$ cat config.mk
export PLATFORM = sky130hd
export DESIGN_NAME = dlr_i2c_slave
export DESIGN_NICKNAME = d
export VERILOG_FILES = /design/src/core/dlr_pkg.sv /design/src/core/dlr_i2c_slave.sv
export SDC_FILE = /design/constraint.sdc
export NUM_CORES = 1
export LEC_CHECK = 0
export BUFFER_PORTS_ARGS = -buffer_cell sky130_fd_sc_hd__buf_2
export CAP_MARGIN = 20
export CORE_MARGIN = 2
export CORE_UTILIZATION = 60
export DETAILED_ROUTE_END_ITERATION = 16
export GPL_TIMING_DRIVEN = 1
export HOLD_SLACK_MARGIN = 0.1
export PLACE_DENSITY = 0.79
export SLEW_MARGIN = 15
export SYNTH_ARGS = -nofsm -noshare
export SYNTH_HDL_FRONTEND = slang
export SYNTH_SLANG_ARGS = --single-unit
$ cat constraint.sdc
create_clock -name sys_clk -period 7.7 [get_ports sys_clk]
set_clock_uncertainty 0.05 [all_clocks]
set_input_delay 0.385 -clock sys_clk [delete_from_list [all_inputs] [get_ports sys_clk]]
set_output_delay 0.385 -clock sys_clk [all_outputs]
set_load 0.01 [all_outputs]
$ cat src/core/dlr_pkg.sv
// Package for the dataline readout two-wire slave port.
// Assumes a single 200 MHz system clock; bus pins are sampled synchronously.
package dlr_pkg;
    localparam logic [6:0] ADDR_SEL_HIGH = 7'h10;
    localparam logic [6:0] ADDR_SEL_LOW  = 7'h11;
    localparam logic [2:0] NUM_BYTES     = 3'h5;
    localparam logic [7:0] FILL_BYTE     = 8'hff;
    localparam logic [7:0] SHIFT_RESET   = 8'hff;
    localparam int         BUF_DEPTH     = 2;

    typedef struct packed {
        logic       sda_out;
        logic       sda_oe;
    } dlr_pin_s;

    typedef enum logic [2:0] {
        ST_IDLE,
        ST_ADDR,
        ST_ADDR_ACK,
        ST_TX,
        ST_RX_ACK,
        ST_WAIT_STOP
    } dlr_state_e;
endpackage : dlr_pkg

$ cat src/core/dlr_i2c_slave.sv
// Read-only two-wire slave that returns five stored dataline bytes.
// Assumes scl and sda are already synchronised; the open-drain wire is resolved outside.
`timescale 1ns/1ps

// What this block does
// - Answer address byte 0010 0001 when select pin high, 0010 0011 when low.
// - Act only as slave transmitter; respond only to read-addressed transfers.
// - Acknowledge matching address; master acknowledges bytes it wants continued.
// - Supply stored information as five data bytes after the acknowledged address.
// - Shift every data byte out most significant bit first.
// - Unlimited reads; bytes after the fifth return FF until the transfer ends.
module dlr_i2c_slave
    import dlr_pkg::*;
(
    // Clock and reset
    input  wire logic        sys_clk,
    input  wire logic        rstn,
    input  wire logic        clk_en,
    // Decoded data from the line decoder
    input  wire logic [39:0] line_data,
    input  wire logic        line_valid,
    output logic             line_ready,
    // Address select strap
    input  wire logic        addr_sel,
    // Two-wire bus pins
    input  wire logic        scl_in,
    input  wire logic        sda_in,
    output logic             sda_out,
    output logic             sda_oe,
    // Status
    output logic             busy
);
    dlr_state_e  state_reg;
    logic        scl_d_reg;
    logic        sda_d_reg;
    logic [7:0]  shift_reg;
    logic [2:0]  bit_cnt_reg;
    logic [2:0]  byte_cnt_reg;
    logic [39:0] hold_reg;
    logic        hold_ok_reg;
    logic [39:0] buf_mem [BUF_DEPTH];
    logic        wr_ptr_reg;
    logic        rd_ptr_reg;
    logic [1:0]  count_reg;
    dlr_pin_s    pin_reg;
    // Marks that eight address bits are in.
    // Without it, the scl fall that follows a start would be taken as the end of the address byte.
    logic        addr_full_reg;
    logic [7:0]  first_byte;

    logic scl_rise;
    logic scl_fall;
    logic start_cond;
    logic stop_cond;
    logic buf_out_valid;
    logic buf_out_ready;
    logic in_xfer;

    assign scl_rise   = scl_in && !scl_d_reg;
    assign scl_fall   = !scl_in && scl_d_reg;
    assign start_cond = scl_in && scl_d_reg && sda_d_reg && !sda_in;
    assign stop_cond  = scl_in && scl_d_reg && !sda_d_reg && sda_in;
    assign in_xfer    = (state_reg != ST_IDLE);
    assign busy       = in_xfer;

    // Picks the byte for a given index; the buffer order is fixed by the decoder.
    function automatic logic [7:0] pick_byte(input logic [39:0] d, input logic [2:0] idx);
        logic [7:0] b;
        b = FILL_BYTE;
        case (idx)
            3'h0: b = d[39:32];
            3'h1: b = d[31:24];
            3'h2: b = d[23:16];
            3'h3: b = d[15:8];
            3'h4: b = d[7:0];
            default: b = FILL_BYTE;
        endcase
        return b;
    endfunction : pick_byte

    // Two-entry buffer so a dataline arriving during a read is not lost.
    assign line_ready    = (count_reg != 2'h2);
    assign buf_out_valid = (count_reg != 2'h0);
    // New data is only taken between transfers, which keeps a read coherent.
    assign buf_out_ready = !in_xfer;

    // First byte of a read, taken from the held line so the whole read stays coherent.
    assign first_byte = hold_ok_reg ? pick_byte(hold_reg, 3'h0) : FILL_BYTE;

    always_ff @(posedge sys_clk or negedge rstn) begin
        if (!rstn) begin
            wr_ptr_reg <= 1'b0;
            rd_ptr_reg <= 1'b0;
            count_reg  <= 2'h0;
        end else if (clk_en) begin
            if (line_valid && line_ready) begin
                wr_ptr_reg <= !wr_ptr_reg;
            end
            if (buf_out_valid && buf_out_ready) begin
                rd_ptr_reg <= !rd_ptr_reg;
            end
            count_reg <= count_reg + 2'(line_valid && line_ready) - 2'(buf_out_valid && buf_out_ready);
        end
    end

    always_ff @(posedge sys_clk) begin
        if (clk_en && line_valid && line_ready) begin
            buf_mem[wr_ptr_reg] <= line_data;
        end
    end

    // Until a dataline has been decoded the port reads back as fill bytes.
    always_ff @(posedge sys_clk or negedge rstn) begin
        if (!rstn) begin
            hold_reg    <= 40'h0;
            hold_ok_reg <= 1'b0;
        end else if (clk_en && buf_out_valid && buf_out_ready) begin
            hold_reg    <= buf_mem[rd_ptr_reg];
            hold_ok_reg <= 1'b1;
        end
    end

    always_ff @(posedge sys_clk or negedge rstn) begin
        if (!rstn) begin
            scl_d_reg <= 1'b1;
            sda_d_reg <= 1'b1;
        end else if (clk_en) begin
            scl_d_reg <= scl_in;
            sda_d_reg <= sda_in;
        end
    end

    // Bus protocol. Data changes on the falling clock edge, sampled on the rising.
    always_ff @(posedge sys_clk or negedge rstn) begin
        if (!rstn) begin
            state_reg    <= ST_IDLE;
            shift_reg    <= SHIFT_RESET;
            bit_cnt_reg  <= 3'h0;
            byte_cnt_reg <= 3'h0;
            addr_full_reg <= 1'b0;
            pin_reg      <= '{sda_out: 1'b1, sda_oe: 1'b0};
        end else if (clk_en) begin
            if (start_cond) begin
                state_reg   <= ST_ADDR;
                bit_cnt_reg <= 3'h0;
                addr_full_reg <= 1'b0;
                pin_reg     <= '{sda_out: 1'b1, sda_oe: 1'b0};
            end else if (stop_cond) begin
                state_reg <= ST_IDLE;
                pin_reg   <= '{sda_out: 1'b1, sda_oe: 1'b0};
            end else begin
                case (state_reg)
                    ST_IDLE: begin
                        pin_reg <= '{sda_out: 1'b1, sda_oe: 1'b0};
                    end
                    ST_ADDR: begin
                        if (scl_rise) begin
                            shift_reg   <= {shift_reg[6:0], sda_in};
                            bit_cnt_reg <= bit_cnt_reg + 3'h1;
                            if (bit_cnt_reg == 3'h7) begin
                                addr_full_reg <= 1'b1;
                            end
                        end else if (scl_fall && addr_full_reg && bit_cnt_reg == 3'h0) begin
                            // Only a read of our own address is acknowledged.
                            if (shift_reg[0] && shift_reg[7:1] == (addr_sel ? ADDR_SEL_HIGH : ADDR_SEL_LOW)) begin
                                pin_reg   <= '{sda_out: 1'b0, sda_oe: 1'b1};
                                state_reg <= ST_ADDR_ACK;
                            end else begin
                                state_reg <= ST_WAIT_STOP;
                            end
                        end
                    end
                    ST_ADDR_ACK: begin
                        if (scl_fall) begin
                            // The acknowledge is released and the first data bit driven on the same fall.
                            shift_reg    <= first_byte;
                            pin_reg      <= '{sda_out: 1'b0, sda_oe: !first_byte[7]};
                            byte_cnt_reg <= 3'h1;
                            bit_cnt_reg  <= 3'h0;
                            state_reg    <= ST_TX;
                        end
                    end
                    ST_TX: begin
                        pin_reg.sda_out <= 1'b0;
                        pin_reg.sda_oe  <= !shift_reg[7];
                        if (scl_fall) begin
                            bit_cnt_reg <= bit_cnt_reg + 3'h1;
                            shift_reg   <= {shift_reg[6:0], 1'b1};
                            if (bit_cnt_reg == 3'h7) begin
                                state_reg <= ST_RX_ACK;
                            end
                        end
                    end
                    ST_RX_ACK: begin
                        pin_reg <= '{sda_out: 1'b1, sda_oe: 1'b0};
                        if (scl_rise) begin
                            if (sda_in) begin
                                state_reg <= ST_WAIT_STOP;
                            end else begin
                                shift_reg <= (hold_ok_reg && byte_cnt_reg < NUM_BYTES)
                                             ? pick_byte(hold_reg, byte_cnt_reg) : FILL_BYTE;
                                if (byte_cnt_reg < NUM_BYTES) begin
                                    byte_cnt_reg <= byte_cnt_reg + 3'h1;
                                end
                            end
                        end else if (scl_fall) begin
                            bit_cnt_reg <= 3'h0;
                            state_reg   <= ST_TX;
                        end
                    end
                    ST_WAIT_STOP: begin
                        pin_reg <= '{sda_out: 1'b1, sda_oe: 1'b0};
                    end
                    default: begin
                        state_reg <= ST_IDLE;
                    end
                endcase
            end
        end
    end

    assign sda_out = pin_reg.sda_out;
    assign sda_oe  = pin_reg.sda_oe;
endmodule : dlr_i2c_slave

==> flow_metrics.env <==
export IMPL_cts_max_path_buffers=2
export IMPL_synth_simple_gate_area_share_pct=9.76
export IMPL_detailedRoute_firstPassIterationCount=6
export IMPL_design_die_area_mm2=0.0117
export IMPL_synth_ff_latch_count=147
export IMPL_vdd_drop_max_mv=0.247
export IMPL_crit_fanout=30
export IMPL_finalWeightedCongestion=0.861
export IMPL_placement_rows=38
export IMPL_postRouteAntennaNets=0
export IMPL_post_synth_num_cell_types=59
export IMPL_yosysTopAreaCell="sky130_fd_sc_hd__edfxtp_1"
export IMPL_drt_vias_per_instance=5.85
export IMPL_number_of_synthesized_flops_with_an_enable_pin=80
export IMPL_setup_viol=0
export IMPL_detail_route_wirelength_um=13600
export IMPL_layout_worst_path_cycle_share_pct=32.5
export IMPL_rsz_0062_raised_after_global_routing="no"
export IMPL_status="finished, final reports clean"
export IMPL_top_level_ports=51
export IMPL_largest_net_degree_at_the_start_of_global_routing=83
export IMPL_asyncSetResetFlopFracSynth_pct=45.6
export IMPL_dominantRegCellSynth="sky130_fd_sc_hd__edfxtp_1"
export IMPL_grt_use_total_pct=25.2
export IMPL_numCtsBuffers=17
export IMPL_clock_insertion_delay_worst_skew_ns=0.53
export IMPL_overall_via_count_from_detail_route=4315
export IMPL_worst_slew_pin_transition_ns=1.03
export IMPL_cts_repair_resized=0
export IMPL_area_growth_pct=20.8
export IMPL_dp_slack_ns=5.21
export IMPL_hold_violations=0
export IMPL_clk_pin_slew_ns=0.06
export IMPL_finalMaxSlewViolations=0
export IMPL_synth_top_cells_by_area="sky130_fd_sc_hd__edfxtp_1, sky130_fd_sc_hd__dfrtp_1, sky130_fd_sc_hd__mux2i_1"
export IMPL_place_hpwl_um=8200
export IMPL_ys_warn_count=0
export IMPL_post_route_cells_drive_above_1_share_pct=21.1
export IMPL_tritoncts="yes"
export IMPL_end_kind="flip-flop"
export IMPL_setup_tns_ns=0
export IMPL_remaining_drc_errors=0
export IMPL_slew_limit_headroom_pct=31.1
export IMPL_syn_num_nets=558
export IMPL_die_w_um=108
export IMPL_core_region_area_mm2=0.0107
export IMPL_post_synth_fa_ha_maj_area_fraction_pct=1.91
export IMPL_yosys_area_share_xor_xnor_pct=1.05
export IMPL_synth_common_cells="sky130_fd_sc_hd__edfxtp_1, sky130_fd_sc_hd__dfrtp_1, sky130_fd_sc_hd__nand2_1, sky130_fd_sc_hd__o21ai_1, sky130_fd_sc_hd__mux2i_1"
export IMPL_clk_root_buffer_cell="sky130_fd_sc_hd__clkbuf_8"
export IMPL_setup_worst_path_start_class="flip-flop"
export IMPL_fin_ws_ns=5.20
export IMPL_first_iter_violations=373
export IMPL_achievable_frequency_ghz=0.400
export IMPL_finish_net_count=642
export IMPL_largest_family_of_logic_cells_by_synthesized_area="compound AO/OA/AOI/OAI gates"
export IMPL_die_h_um=108
export IMPL_vias_in_the_first_global_route=4401
export IMPL_synthesized_area_fraction_occupied_by_ao_oa_aoi_and_oai_cells_pct=13.3
export IMPL_syn_instance_count=501
export IMPL_synthMuxAreaShare_pct=8.19
export IMPL_n_fill_cell=710
export IMPL_critical_path_at_ns=2.87
export IMPL_synth_cell_area_mm2=0.00654
export IMPL_synth_avg_cell_area_um2=13.0
export IMPL_synth_yosys_seq_area_share_pct=62.6
export IMPL_largest_register_ffs=80
export IMPL_worst_hold_path_type="primary input to flip-flop"
export IMPL_globalRoute_totalOverflow=0
export IMPL_wire_per_inst_um=18.4
export IMPL_leakage_component_of_the_power_nw=3.23
export IMPL_initial_utilization_pct=60.8
export IMPL_critical_path_required_ns=8.07
export IMPL_cts_htree_levels=4
export IMPL_max_cap_violations=0
export IMPL_antenna_cells_inserted=0
export IMPL_period_needed_ns=2.50
export IMPL_input_output_buffers=50
export IMPL_yosysMostFrequentCell="sky130_fd_sc_hd__edfxtp_1"
export IMPL_critical_setup_path_kind="flip-flop to flip-flop"
export IMPL_antenna_found_initial=0
export IMPL_power_total_mw=3.14
export IMPL_pwr_per_cell_area_mw_per_mm2=398
export IMPL_first_pass_grt_wire_length_um=22000
export IMPL_post_synth_top_area_fraction_pct=36.8
export IMPL_utilization_pct=73.5
export IMPL_cts_num_sinks=147
-- worst max-delay path, stage by stage, from the launching register on --
cell and delay, ns:
sky130_fd_sc_hd__dfrtp_1 0.75, sky130_fd_sc_hd__or3_1 0.58, sky130_fd_sc_hd__nor2_2 0.18, sky130_fd_sc_hd__ha_1 0.25, sky130_fd_sc_hd__inv_1 0.06, sky130_fd_sc_hd__ha_1 0.14, sky130_fd_sc_hd__xor2_1 0.14, sky130_fd_sc_hd__nand2_1 0.08
sky130_fd_sc_hd__xnor2_1 0.14
-- metal layers --
| metal | track usage (%) | routed length (um) |
|---|---|---|
| met1 | 32.3 | 5600 |
| met2 | 42.0 | 7010 |
| met3 | 6.27 | 676 |
| met4 | 9.34 | 313 |
| met5 | 0 | 0 |
-- final cells by class --
class | instances | area (um^2) | share of cell area (%)
inverter | 9 | 33.8 | 0.428
timing repair buffer | 96 | 723 | 9.16
clock inverter | 12 | 180 | 2.28
multi-input combinational | 314 | 2250 | 28.5
tap | 140 | 175 | 2.22
sequential | 147 | 4090 | 51.9
clock buffer | 20 | 435 | 5.52
-- logic make-up after synthesis --
logic type | after synthesis
adders and majority gates | 10
DFF | 147
muxes | 51
buffers and inverters | 40
and+or+nand+nor | 125
xor gates and xnor gates | 7
AOI/OAI and AO/OA | 121
-- layout by cell type (no fill, tap or decap), types with 3 or more instances in the layout --
cell type	synthesis	routed
sky130_fd_sc_hd__nor2b_1	4	4
sky130_fd_sc_hd__o21ai_2	4	4
sky130_fd_sc_hd__ha_1	10	10
sky130_fd_sc_hd__mux2i_1	43	43
sky130_fd_sc_hd__mux2_2	4	4
sky130_fd_sc_hd__mux2_4	4	4
sky130_fd_sc_hd__nand3_1	12	12
sky130_fd_sc_hd__dlygate4sd3_1	0	41
sky130_fd_sc_hd__bufinv_16	0	4
sky130_fd_sc_hd__xor2_1	3	3
sky130_fd_sc_hd__nand2b_1	13	13
sky130_fd_sc_hd__nor2_1	18	16
sky130_fd_sc_hd__nand2_1	55	55
sky130_fd_sc_hd__inv_1	9	9
sky130_fd_sc_hd__nor3_1	4	4
sky130_fd_sc_hd__dfrtp_1	56	55
sky130_fd_sc_hd__a21oi_1	13	13
sky130_fd_sc_hd__edfxtp_1	80	80
sky130_fd_sc_hd__o22ai_1	4	4
sky130_fd_sc_hd__a211o_1	8	8
sky130_fd_sc_hd__buf_4	3	3
sky130_fd_sc_hd__xnor2_1	3	3
sky130_fd_sc_hd__dfstp_2	11	11
sky130_fd_sc_hd__a22o_1	9	9
sky130_fd_sc_hd__buf_2	20	50
sky130_fd_sc_hd__clkbuf_16	0	16
sky130_fd_sc_hd__o21ai_1	52	52
sky130_fd_sc_hd__a222oi_1	15	15
-- where the power goes --
part | internal, mW | switching [mW]
clock | 0.537 | 0.319
sequential | 1.07 | 0.191
combinational | 0.450 | 0.570
total | 2.06 | 1.08
-- path summary, 6_finish.rpt --
kind / from / end / slack [ns] / cells after the start
setup / recovery: state_reg[1] / count_reg[1] / 5.20 / 8
hold / removal: scl_in / scl_d_reg / 0.15 / 2
setup reg to reg: state_reg[1] / count_reg[1] / 5.20 / 8
hold reg to reg: hold_reg[23] / hold_reg[23] / 0.44 / 2
max in group asynchronous: rstn / rd_ptr_reg / 6.48 / 3
min in group asynchronous: rstn / addr_full_reg / 0.50 / 3
-- what timing repair did --
item                                    CTS  global route
endpoints found under the hold margin   136             0
setup buffers                             0             0
endpoints found under the setup margin    0             0
hold buffers                             41             0
-- through the flow --
step	instance area (um^2)	hold WS [ns]	cells
2_1_floorplan	6540	0.0394	501
3_3_place_gp	6830	0.424	663
3_5_place_dp	6870	0.426	665
4_1_cts	7890	0.126	738
5_1_grt	7890	0.149	738
6_report	7890	0.147	738
No activity file was read; power rests on OpenSTA's default activity.
